`src/logic/big_pkg.sv`:
```
package big_pkg;

    // ****************************************************************
    // Register byte offsets on the Wishbone slave
    // ****************************************************************
    localparam logic [7:0] SLOT_EN_ADR  = 8'h00; // First interrupt register
    localparam logic [7:0] BOARD_ADR    = 8'h04; // Second interrupt register
    localparam logic [7:0] CFG_BASE_ADR = 8'h08; // One word per chip
    localparam logic [7:0] STATUS_ADR   = 8'h18; // Sticky events, write 1
    localparam logic [7:0] MASK_ADR     = 8'h1C; // Gates status to irq
    localparam logic [7:0] RAW_ADR      = 8'h20; // Live request levels
    localparam logic [7:0] CFG_STRIDE   = 8'h04;

    // ****************************************************************
    // Second interrupt register fields
    // ****************************************************************
    localparam int BOARD_EN_BIT = 0;
    localparam int CNT_EN_LSB   = 1;

    // ****************************************************************
    // Per-chip configuration word fields
    // ****************************************************************
    localparam int CFG_W         = 8;
    localparam int A_MODE_LSB    = 0; // Two bits: 0 basic, 1 strobed
    localparam int B_MODE_BIT    = 2; // 0 basic, 1 strobed
    localparam int C_LOW_IN_BIT  = 3; // Port C low nibble is input
    localparam int A_IRQ_EN_BIT  = 4;
    localparam int B_IRQ_EN_BIT  = 5;
    localparam int OUT_IRQ_EN_BIT = 6;
    localparam int IN_IRQ_EN_BIT = 7;

    // Port A mode codes, 2 and 3 both mean bidirectional
    localparam logic [1:0] MODE_BASIC   = 2'h0;
    localparam logic [1:0] MODE_STROBED = 2'h1;

    // ****************************************************************
    // Reset values
    // ****************************************************************
    localparam logic [31:0] ZERO_RST = 32'h0000_0000;

    // Pins carried per chip into the input synchroniser
    localparam int PINS_PER_CHIP = 6;

endpackage : big_pkg

```
`src/logic/big_chip_gate.sv`:
```
`timescale 1ns/100ps

// Request gating of one parallel interface chip into its two slots
module big_chip_gate (
    input  wire logic [big_pkg::CFG_W-1:0] cfg,
    input  wire logic                      chip_slot0_enable,
    input  wire logic                      chip_slot1_enable,
    input  wire logic                      hs_a_req,
    input  wire logic                      hs_b_req,
    input  wire logic                      out_xfer_req,
    input  wire logic                      in_xfer_req,
    input  wire logic                      port_c_line_three,
    input  wire logic                      port_c_line_zero,
    output logic                           slot0_req,
    output logic                           slot1_req
);

    logic [1:0] a_mode;
    logic       a_basic;
    logic       a_strobed;
    logic       a_bidir;
    logic       b_strobed;
    logic       c_low_in;
    logic       a_src;
    logic       b_src;
    logic       ext_a;
    logic       ext_b;

    // Mode decode
    assign a_mode    = cfg[big_pkg::A_MODE_LSB +: 2];
    assign a_basic   = (a_mode == big_pkg::MODE_BASIC);
    assign a_strobed = (a_mode == big_pkg::MODE_STROBED);
    assign a_bidir   = a_mode[1];
    assign b_strobed = cfg[big_pkg::B_MODE_BIT];
    assign c_low_in  = cfg[big_pkg::C_LOW_IN_BIT];

    // External level inputs on port C, basic mode with low nibble input
    assign ext_a = a_basic & c_low_in & port_c_line_three; // see (RQ8)
    assign ext_b = ~b_strobed & c_low_in & port_c_line_zero; // see (RQ9)

    // Port A source: strobed, bidirectional or external
    assign a_src = (a_strobed & cfg[big_pkg::A_IRQ_EN_BIT] & hs_a_req)
                 | (a_bidir & ((cfg[big_pkg::OUT_IRQ_EN_BIT] & out_xfer_req)
                 | (cfg[big_pkg::IN_IRQ_EN_BIT] & in_xfer_req))) // see (RQ5)
                 | ext_a; // see (RQ11)

    // Port B source: strobed or external
    assign b_src = (b_strobed & cfg[big_pkg::B_IRQ_EN_BIT] & hs_b_req)
                 | ext_b; // see (RQ3)

    // Slot enables gate each chip output
    assign slot0_req = a_src & chip_slot0_enable; // see (RQ6)
    assign slot1_req = b_src & chip_slot1_enable; // see (RQ10)

endmodule : big_chip_gate

```
`src/logic/big_sync.sv`:
```
`timescale 1ns/100ps

// Three-stage pin synchroniser; output moves once stages 2 and 3 agree
module big_sync #(
    parameter int W = 1
) (
    input  wire logic         clk,
    input  wire logic         rst_b,
    input  wire logic [W-1:0] pin_in,
    output logic      [W-1:0] clean_out
);

    logic [W-1:0] s1_q;
    logic [W-1:0] s2_q;
    logic [W-1:0] s3_q;
    logic [W-1:0] clean_q;
    logic [W-1:0] agree;

    // Only stages 2 and 3 are compared; stage 1 feeds stage 2 alone
    assign agree     = ~(s2_q ^ s3_q);
    assign clean_out = clean_q;

    // Shift chain and filtered output
    always_ff @(posedge clk or negedge rst_b)
    begin
        if (!rst_b)
        begin
            s1_q    <= '0;
            s2_q    <= '0;
            s3_q    <= '0;
            clean_q <= '0;
        end
        else
        begin
            s1_q    <= pin_in;
            s2_q    <= s1_q;
            s3_q    <= s2_q;
            clean_q <= (s3_q & agree) | (clean_q & ~agree);
        end
    end

endmodule : big_sync

```
`src/logic/big_top.sv`:
```
`timescale 1ns/100ps

// Notes on behaviour
// (RQ1) No request reaches the host unless the board-wide enable is set.
// (RQ2) Software clears the board enable first and sets it last.
// (RQ3) In strobed mode the port A and port B enables gate each handshake.
// (RQ4) In bidirectional mode one enable gates output and one input.
// (RQ5) Both bidirectional requests merge into the port A output.
// (RQ6) A chip output reaches the host only with its slot enable set.
// (RQ7) Timer counter outputs can be used as interrupt sources.
// (RQ8) External inputs count only in basic mode with port C low as input.
// (RQ9) Line three serves port A basic mode, line zero serves port B.
// (RQ10) Line three uses slot zero enable, line zero slot one enable.
// (RQ11) An enabled external input requests while it is high.
// (RQ12) The external source holds high until the host masked interrupts.
// (RQ13) Clearing the slot enable or the board enable stops the request.
// (RQ14) The host acknowledges the secondary controller before the primary.
// (RQ15) The host line is the OR of enabled requests, ANDed with the board enable.
module big_top #(
    parameter int N_CHIPS = 4,
    parameter int N_CNT   = 2
) (
    input  wire logic               clk,
    input  wire logic               rst_b,
    input  wire logic [7:0]         wb_adr_i,
    input  wire logic [31:0]        wb_dat_i,
    output logic      [31:0]        wb_dat_o,
    input  wire logic               wb_we_i,
    input  wire logic [3:0]         wb_sel_i,
    input  wire logic               wb_cyc_i,
    input  wire logic               wb_stb_i,
    output logic                    wb_ack_o,
    input  wire logic [N_CHIPS-1:0] hs_a_req,
    input  wire logic [N_CHIPS-1:0] hs_b_req,
    input  wire logic [N_CHIPS-1:0] out_xfer_req,
    input  wire logic [N_CHIPS-1:0] in_xfer_req,
    input  wire logic [N_CHIPS-1:0] port_c_line_three,
    input  wire logic [N_CHIPS-1:0] port_c_line_zero,
    input  wire logic [N_CNT-1:0]   cnt_out,
    output logic                    host_irq,
    output logic                    irq
);

    // ****************************************************************
    // Sizes
    // ****************************************************************
    localparam int SLOT_W = 2 * N_CHIPS;
    localparam int SRC_W  = SLOT_W + N_CNT;
    localparam int PIN_W  = big_pkg::PINS_PER_CHIP * N_CHIPS + N_CNT;

    // ****************************************************************
    // Declarations
    // ****************************************************************
    logic [SLOT_W-1:0]         slot_en_q;
    logic                      board_irq_enable_q;
    logic [N_CNT-1:0]          cnt_en_q;
    logic [big_pkg::CFG_W-1:0] cfg_q [N_CHIPS];
    logic [SRC_W-1:0]          status_q;
    logic [SRC_W-1:0]          status_d;
    logic [SRC_W-1:0]          mask_q;
    logic [SRC_W-1:0]          src_prev_q;
    logic                      ack_q;
    logic [31:0]               dat_q;
    logic                      host_irq_q;
    logic                      irq_q;

    logic [PIN_W-1:0]          pin_raw;
    logic [PIN_W-1:0]          pin_clean;
    logic [N_CHIPS-1:0]        s_hs_a;
    logic [N_CHIPS-1:0]        s_hs_b;
    logic [N_CHIPS-1:0]        s_out;
    logic [N_CHIPS-1:0]        s_in;
    logic [N_CHIPS-1:0]        s_three;
    logic [N_CHIPS-1:0]        s_zero;
    logic [N_CNT-1:0]          s_cnt;

    logic [N_CHIPS-1:0]        slot0_req;
    logic [N_CHIPS-1:0]        slot1_req;
    logic [N_CNT-1:0]          cnt_req;
    logic [SRC_W-1:0]          src;
    logic [SRC_W-1:0]          src_rise;

    logic                      req_live;
    logic                      new_req;
    logic                      wr_stb;
    logic                      wr_lane0;
    logic [7:0]                word_adr;
    logic                      hit_slot;
    logic                      hit_board;
    logic                      hit_status;
    logic                      hit_mask;
    logic                      hit_raw;
    logic [N_CHIPS-1:0]        hit_cfg;
    logic [31:0]               cfg_rd [N_CHIPS];
    logic [31:0]               cfg_rd_all;
    logic [31:0]               board_word;
    logic [31:0]               rd_data;
    logic [SRC_W-1:0]          clr_bits;

    // ****************************************************************
    // Pin synchronisers
    // ****************************************************************

    // Every chip and counter line arrives from outside the clock domain
    assign pin_raw = {cnt_out, port_c_line_zero, port_c_line_three,
                      in_xfer_req, out_xfer_req, hs_b_req, hs_a_req};

    big_sync #(
        .W (PIN_W)
    ) u_sync (
        .clk       (clk),
        .rst_b     (rst_b),
        .pin_in    (pin_raw),
        .clean_out (pin_clean)
    );

    // Split the clean vector back into its groups
    assign s_hs_a  = pin_clean[0*N_CHIPS +: N_CHIPS];
    assign s_hs_b  = pin_clean[1*N_CHIPS +: N_CHIPS];
    assign s_out   = pin_clean[2*N_CHIPS +: N_CHIPS];
    assign s_in    = pin_clean[3*N_CHIPS +: N_CHIPS];
    assign s_three = pin_clean[4*N_CHIPS +: N_CHIPS];
    assign s_zero  = pin_clean[5*N_CHIPS +: N_CHIPS];
    assign s_cnt   = pin_clean[6*N_CHIPS +: N_CNT];

    // ****************************************************************
    // Per-chip request gating
    // ****************************************************************
    genvar gi;
    generate
        for (gi = 0; gi < N_CHIPS; gi++)
        begin : g_chip
            // Strobed and bidirectional enables live in the chip word
            big_chip_gate u_gate (
                .cfg               (cfg_q[gi]), // see (RQ4)
                .chip_slot0_enable (slot_en_q[2*gi]),
                .chip_slot1_enable (slot_en_q[2*gi+1]),
                .hs_a_req          (s_hs_a[gi]),
                .hs_b_req          (s_hs_b[gi]),
                .out_xfer_req      (s_out[gi]),
                .in_xfer_req       (s_in[gi]),
                .port_c_line_three (s_three[gi]),
                .port_c_line_zero  (s_zero[gi]),
                .slot0_req         (slot0_req[gi]),
                .slot1_req         (slot1_req[gi])
            );

            // Address match and read value of this chip word
            assign hit_cfg[gi] = (word_adr == 8'(big_pkg::CFG_BASE_ADR
                                  + gi * big_pkg::CFG_STRIDE));
            assign cfg_rd[gi]  = hit_cfg[gi] ? 32'(cfg_q[gi]) : '0;

            // Chip word write, low byte lane only
            always_ff @(posedge clk or negedge rst_b)
            begin
                if (!rst_b)
                    cfg_q[gi] <= big_pkg::ZERO_RST[big_pkg::CFG_W-1:0];
                else if (wr_lane0 && hit_cfg[gi])
                    cfg_q[gi] <= wb_dat_i[big_pkg::CFG_W-1:0];
            end
        end
    endgenerate

    // ****************************************************************
    // Source combining
    // ****************************************************************

    // Counter outputs count only with their own enable
    assign cnt_req = s_cnt & cnt_en_q; // see (RQ7)

    // Slot pairs per chip, counters on top
    always_comb
    begin
        src = '0;
        for (int i = 0; i < N_CHIPS; i++)
        begin
            src[2*i]   = slot0_req[i];
            src[2*i+1] = slot1_req[i];
        end
        src[SLOT_W +: N_CNT] = cnt_req;
    end

    // Board line: any enabled source, gated by the board enable
    assign req_live = |src; // see (RQ15)
    assign new_req  = board_irq_enable_q & req_live; // see (RQ1) (RQ13)

    // ****************************************************************
    // Sticky status and summary interrupt
    // ****************************************************************

    // Rising edge of a gated source is an event
    assign src_rise = src & ~src_prev_q;

    // Write one to clear; an event in the same cycle wins
    assign clr_bits = (wr_lane0 && hit_status) ? wb_dat_i[SRC_W-1:0] : '0;
    assign status_d = (status_q & ~clr_bits) | src_rise;

    // ****************************************************************
    // Wishbone slave decode
    // ****************************************************************

    // Word address, byte lanes below it ignored
    assign word_adr   = {wb_adr_i[7:2], 2'b00};
    assign wr_stb     = wb_cyc_i & wb_stb_i & wb_we_i & ~ack_q;
    assign wr_lane0   = wr_stb & wb_sel_i[0];
    assign hit_slot   = (word_adr == big_pkg::SLOT_EN_ADR);
    assign hit_board  = (word_adr == big_pkg::BOARD_ADR);
    assign hit_status = (word_adr == big_pkg::STATUS_ADR);
    assign hit_mask   = (word_adr == big_pkg::MASK_ADR);
    assign hit_raw    = (word_adr == big_pkg::RAW_ADR);

    // Second register: board enable and counter enables
    assign board_word = 32'({cnt_en_q, board_irq_enable_q});

    // OR of all chip words, only the addressed one is non-zero
    always_comb
    begin
        cfg_rd_all = '0;
        for (int i = 0; i < N_CHIPS; i++)
            cfg_rd_all = cfg_rd_all | cfg_rd[i];
    end

    // Read data; unmapped addresses read as zero
    assign rd_data = ({32{hit_slot}}   & 32'(slot_en_q))
                   | ({32{hit_board}}  & board_word)
                   | ({32{hit_status}} & 32'(status_q))
                   | ({32{hit_mask}}   & 32'(mask_q))
                   | ({32{hit_raw}}    & 32'({host_irq_q, src}))
                   | cfg_rd_all;

    // ****************************************************************
    // Bus handshake
    // ****************************************************************

    // One wait state answer, ack drops the cycle after
    always_ff @(posedge clk or negedge rst_b)
    begin
        if (!rst_b)
        begin
            ack_q <= 1'b0;
            dat_q <= big_pkg::ZERO_RST;
        end
        else
        begin
            ack_q <= wb_cyc_i & wb_stb_i & ~ack_q;
            dat_q <= rd_data;
        end
    end

    // ****************************************************************
    // Enable registers
    // ****************************************************************

    // All enables clear at reset, software raises the board enable last
    always_ff @(posedge clk or negedge rst_b)
    begin
        if (!rst_b)
        begin
            slot_en_q          <= big_pkg::ZERO_RST[SLOT_W-1:0]; // see (RQ15)
            board_irq_enable_q <= 1'b0; // see (RQ2)
            cnt_en_q           <= big_pkg::ZERO_RST[N_CNT-1:0];
        end
        else if (wr_lane0)
        begin
            if (hit_slot)
                slot_en_q <= wb_dat_i[SLOT_W-1:0];
            if (hit_board)
            begin
                board_irq_enable_q <= wb_dat_i[big_pkg::BOARD_EN_BIT];
                cnt_en_q <= wb_dat_i[big_pkg::CNT_EN_LSB +: N_CNT];
            end
        end
    end

    // ****************************************************************
    // Status, mask and interrupt outputs
    // ****************************************************************

    // Event capture and mask write
    always_ff @(posedge clk or negedge rst_b)
    begin
        if (!rst_b)
        begin
            src_prev_q <= big_pkg::ZERO_RST[SRC_W-1:0];
            status_q   <= big_pkg::ZERO_RST[SRC_W-1:0];
            mask_q     <= big_pkg::ZERO_RST[SRC_W-1:0];
        end
        else
        begin
            src_prev_q <= src;
            status_q   <= status_d;
            if (wr_lane0 && hit_mask)
                mask_q <= wb_dat_i[SRC_W-1:0];
        end
    end

    // Host line is a level; the host itself sees its rising edge
    always_ff @(posedge clk or negedge rst_b)
    begin
        if (!rst_b)
        begin
            host_irq_q <= 1'b0;
            irq_q      <= 1'b0;
        end
        else
        begin
            host_irq_q <= new_req; // see (RQ12)
            irq_q      <= |(status_d & mask_q);
        end
    end

    // Outputs straight from flip-flops
    assign wb_ack_o = ack_q;
    assign wb_dat_o = dat_q;
    assign host_irq = host_irq_q;
    assign irq      = irq_q;

endmodule : big_top

```
`config.mk`:
```
export PLATFORM = sky130hd
export DESIGN_NAME = big_top
export DESIGN_NICKNAME = d
export VERILOG_FILES = /design/src/logic/big_pkg.sv /design/src/logic/big_chip_gate.sv /design/src/logic/big_sync.sv /design/src/logic/big_top.sv
export SDC_FILE = /design/constraint.sdc
export NUM_CORES = 1
export LEC_CHECK = 0
export ABC_AREA = 1
export BUFFER_PORTS_ARGS = -buffer_cell sky130_fd_sc_hd__buf_2
export CAP_MARGIN = 30
export CORE_MARGIN = 5
export CORE_UTILIZATION = 47
export CTS_BUF_LIST = sky130_fd_sc_hd__clkbuf_8
export CTS_CLUSTER_SIZE = 14
export DETAILED_ROUTE_END_ITERATION = 10
export PLACE_DENSITY = 0.67
export SLEW_MARGIN = 20
export SYNTH_ARGS = -nofsm -noshare
export SYNTH_HDL_FRONTEND = slang
export SYNTH_SLANG_ARGS = --single-unit
```
`constraint.sdc`:
```
create_clock -name clk -period 3.5 [get_ports clk]
set_input_delay 0 -clock clk [delete_from_list [all_inputs] [get_ports clk]]
set_output_delay 0 -clock clk [all_outputs]
set_load 0.01 [all_outputs]
```
---- After elaboration in Yosys (flattened, before gate mapping) ----
Cells that the tools add are included.
word-level totals
  bits in registers ....................... 212
  input port bits ......................... 75
  logic and storage cells ................. 155
operators by class
  equality and inequality tests ........... 12
  multiplexer cells ....................... 5
  bitwise operators ....................... 105
  reductions and logical operators ........ 15
operators by type and width
  kind                                                                    number
  32-bit bitwise OR                                                       4
  32-bit by 10-bit bitwise AND with 32-bit output                         2
  1-bit bitwise AND                                                       58
  26-bit bitwise AND                                                      2
  26-bit NOT                                                              2
  32-bit by 11-bit bitwise AND with 32-bit output                         1
  32-bit by 3-bit bitwise AND with 32-bit output                          1
  32-bit by 8-bit bitwise AND with 32-bit output                          1
  8-bit two-way mux                                                       4
  32-bit by 8-bit bitwise OR with 32-bit output                           1
  10-bit bitwise AND                                                      3
  26-bit bitwise OR                                                       1
  26-bit XOR                                                              1
  6-bit by 3-bit equality test with 1-bit output (second input constant)  4
  8-bit bitwise OR                                                        3
  10-bit NOT                                                              2
  10-bit OR reduction                                                     2
  1-bit bitwise OR                                                        16
  6-bit by 2-bit equality test with 1-bit output (second input constant)  2
  10-bit two-way mux                                                      1
  10-bit bitwise OR                                                       1
  2-bit by 1-bit equality test with 1-bit output (second input constant)  4
  2-bit zero test                                                         4
  8-bit zero test                                                         1
  6 further kinds                                                         16

---- Logic depth before layout (Yosys ltp) ----
  depth in word-level cells ............... 11
  mapped depth ............................ 12
  gate-level depth less buffers ........... 12

---- Hierarchy ----
Synthesis repeated with hierarchy kept, for this count alone.
unflattened totals
  cells, all modules ...................... 690
  area, all modules ....................... 7,138.1 µm²
modules (own cells, without submodules)
  module         times used  cells each  area each (µm²)  seq. area each (µm²)
  big_top        1           426         3,857.4          2,177.1
  big_sync       1           208         3,025.4          2,602.5
  big_chip_gate  4           14          63.8             0.0

---- Worst setup path after synthesis ----
OpenSTA, ideal clock, no wires.
  path kind ............................... register to register
  start ................................... register ack_q (netlist: wb_ack_o)
  end ..................................... register irq_q (netlist: irq)
  library setup time ...................... 0.125 ns
  arrival ................................. 1.302 ns
  data required time ...................... 3.375 ns
  setup slack ............................. 2.073 ns
  stages on the path, launching flop included .. 12
  path buffers ............................ 1
  period minus slack after synthesis ...... 1.427 ns
  cells stage by stage .................... dfrtp_1 inv_1 nand3_2 nor2_4 buf_4 nand3_1 nand2_1 nand2_1 nand2_1 nand2_1 nor2_1 nand3_1
on the way
  word-level cells in the longest chain between the ends .. 10
RTL lines
  what                    RTL line        source
  start, declared         big_top.sv:62   logic ack_q;
  start signal, assigned  big_top.sv:245  ack_q <= wb_cyc_i & wb_stb_i & ~ack_q;
  1-bit NOT               big_top.sv:204  assign wr_stb = wb_cyc_i & wb_stb_i & wb_we_i & ~ack_q;
  1-bit bitwise AND       big_top.sv:204
  1-bit bitwise AND       big_top.sv:205  assign wr_lane0 = wr_stb & wb_sel_i[0];
  1-bit logical AND       big_top.sv:195  assign clr_bits = (wr_lane0 && hit_status) ? wb_dat_i[SRC_W-1:0] : '0;
  10-bit two-way mux      big_top.sv:195
  10-bit NOT              big_top.sv:196  assign status_d = (status_q & ~clr_bits) | src_rise;
  10-bit bitwise AND      big_top.sv:196
  10-bit bitwise OR       big_top.sv:196
  net status_d[3]         big_top.sv:59   logic [SRC_W-1:0] status_d;
  10-bit bitwise AND      big_top.sv:308  irq_q <= |(status_d & mask_q);
  10-bit OR reduction     big_top.sv:308
  end signal, assigned    big_top.sv:308
  end, declared           big_top.sv:65   logic irq_q;
The timed path passes the listed nets, and every way through them passes these cells.
A chain may end at the register's enable or synchronous reset.

---- Worst setup path after layout ----
  start ................................... register ack_q (netlist: wb_ack_o)
  end ..................................... register mask_q[4]
on the way
  word-level cells in the longest chain between the ends .. 4
RTL lines
  what                  RTL line        source
  1-bit NOT             big_top.sv:204
  1-bit bitwise AND     big_top.sv:204
  1-bit bitwise AND     big_top.sv:205
  1-bit logical AND     big_top.sv:292  if (wr_lane0 && hit_mask)
  end signal, assigned  big_top.sv:286  mask_q <= big_pkg::ZERO_RST[SRC_W-1:0];
  end signal, assigned  big_top.sv:293  mask_q <= wb_dat_i[SRC_W-1:0];
  end, declared         big_top.sv:60   logic [SRC_W-1:0] mask_q;
No other way between the ends.

==> reports/qor.txt <==
Final Cycle Share: 55.6%
Initial antenna violation count: 0
Final net count: 800
Post-synthesis sequential area ratio: 68.8%
Synth top area share: 68.8%
Area leader, netlist: dfrtp_1
Max H-tree Level: 4
Critical path arrival: 2.31 ns
Initial DRC count: 328
Commonest non-fill, non-tap cell in the layout: dfrtp_1
CTS Hold Buffers Added: 39
Pin count of the biggest net entering global routing: 114
CTS sink count: 191
Library cells used by synthesis: 33
Syn Area/Cell: 11.4 um2
Layout area overhead: 17.8%
Fin area: 0.00819 mm2
Synth top area cells: dfrtp_1 69%, nand2_1 8.0%, maj3_1 3.7%
CTS tree: built
HPWL after detailed placement: 9920 um
Die width: 132 um
Max incr delay on CP: 0.52 ns
CP endpoint kind: flip-flop
Routed WL: 14700 um
Leakage Power: 3.90 nW
# Post-CTS Setup Buffers: 0
Core area: 0.0145 mm2
Fin crit period: 1.95 ns
Row count: 44
Worst path top cell family by delay: simple AND/OR/NAND/NOR gates
CTS Buffer Depth: 2
Post-route setup TNS: 0 ns
Vias: 4692
Kind of critical path: reg2reg
I/O Pins: 110
# diodes: 0
End-of-flow core utilization: 56.4%
Commonest cells after routing, fill and taps aside: 191 x dfrtp_1, 149 x nand2_1, 60 x buf_2
Initial Utilization: 47.8%
Max stage delay cell, worst path: nand2_1
Final hold vios: 0
Vias in the first global route: 4758
Crit-path cells: inv_1 -> nand3_2 -> nor2_4 -> nand2_1 -> o21ai_0
Yosys reg bits: 191
Maxcap violations: 0
Clock slew at reported path FFs: 0.09 ns
TritonRoute pass-1 iters: 6
Slew of the pin with the lowest slew margin: 0.630 ns
Die area: 0.0173 mm2
Clock Tree Root: clkbuf_8
Buffers on Ports: 61
Layout cells sized above 1: 16.1%
Die Ht: 132 um
WL/cell: 15.9 um
Post-Syn Area: 0.00695 mm2
DR DRC count: 0
RSZ-0062 raised after global routing: false
Post-route ant nets: 0
Critical path required time: 3.86 ns
PostCTS Resize Cnt: 0
HP Class: in2reg
Worst Skew: 0.0120 ns
Rel. slew slack: 57.9%
Buf/Inv on CP: 1
Filler cell count: 1250
Synthesis Warnings: 0
Vias/cell: 5.09
First-pass GRT wire length: 24800 um
Synth Instances: 611
Status: finished clean
Max Fclk: 514 MHz
Final setup violation count: 0
Num CTS Buffers: 17
Worst-skew pair later-pin latency: 0.46 ns
Remaining Overflow, GRT: 0
GRT Overall Usage: 18.2%
Final Max Slew Viols: 0
Post-placement cell area: 0.00738 mm2
Critical path peak fanout: 20
VDD IR max: 0.304 mV
Pwr dens: 484 mW/mm2
GPL Wtd Cong: 0.925
Startpoint Class: flip-flop
## synth_stat cells
master / instances
dfrtp_1: 191
o21ai_0: 43
conb_1: 1
o211ai_1: 3
o21ai_1: 12
or2_2: 5
o221ai_1: 1
nand4_1: 5
nand3b_1: 8
nand2_1: 149
a22oi_1: 12
a21oi_1: 7
o2111ai_1: 4
maj3_1: 26
buf_4: 23
buf_2: 5
o21a_1: 1
clkbuf_1: 2
o22ai_1: 1
nor2_2: 3
clkinv_1: 1
nor3_1: 2
a221oi_1: 1
buf_6: 1
nand2_2: 3
a21boi_0: 1
inv_1: 40
nor2_4: 2
nand3_1: 39
nor2_8: 1
nand3_2: 1
nor2_1: 9
inv_2: 8
## logic make-up (layout without fill, tap and decap cells)
kind of cell             count (synthesis)  in the layout  share of synthesized area (%)
flip-flops                             191            191                           68.8
AO/OA/AOI/OAI                           86             86                           7.15
buffers and inverters                   80            186                           5.76
other                                    1             21                         0.0539
adder cells (fa/ha/maj)                 26             26                           3.74
AND/OR/NAND/NOR                        227            227                           14.5
## layer usage
metal	part of all wire [%]	up-vias	track usage [%]	routed length, um
met5	0	-	0	0
met4	2.2	0	7.09	328
met3	7.4	28	5.70	1080
met2	48	173	28.6	7070
met1	42	2294	23.7	6210
li1	-	2197	-	-
## final timing paths
path,depth (start not counted),from,slack [ns],to
max,5,wb_ack_o$_DFF_PN0_,1.55,mask_q[4]$_DFFE_PN0P_
min,6,wb_adr_i[2],0.08,wb_dat_o[9]$_DFF_PN0_
min in group asynchronous,3,rst_b,0.50,status_q[6]$_DFF_PN0_
max in group asynchronous,5,rst_b,1.90,u_sync.s1_q[9]$_DFF_PN0_
max reg2reg,5,wb_ack_o$_DFF_PN0_,1.55,mask_q[4]$_DFFE_PN0P_
min reg2reg,0,u_sync.s1_q[8]$_DFF_PN0_,0.35,u_sync.s2_q[8]$_DFF_PN0_
## per-stage QoR
stage	total power [mW]	setup slack (ns)	std cells	hold WS [ns]
floorplan	2.48	2.07	631	-0.296
global placement	2.57	1.69	849	0.107
detailed placement	2.58	1.59	849	0.109
CTS	4.01	1.60	919	0.0351
global route	4.15	1.41	921	0.0546
finish	3.96	1.55	921	0.0752
## power by group
part | switching [mW] | internal, mW
Combinational | 0.125 | 0.0945
Sequential | 0.0538 | 2.30
Clock | 0.755 | 0.631
## tightest hold or removal path: stages
cell      delay [ns]
buf_2           0.12
nor2_2          0.06
inv_2           0.08
nor2_8          0.09
nand2_1         0.06
o211ai_1        0.07
## area by class of cell
type                       count  area, um2  area share [%]
clock buffer                  17        234            2.86
timing repair buffer         106        772            9.42
sequential                   191       4780            58.3
inverter                      49        184            2.25
multi-input combinational    360       1850            22.5
tap                          184        230            2.81
clock inverter                14        145            1.77
Note: power is estimated with default switching activity, not from simulation.
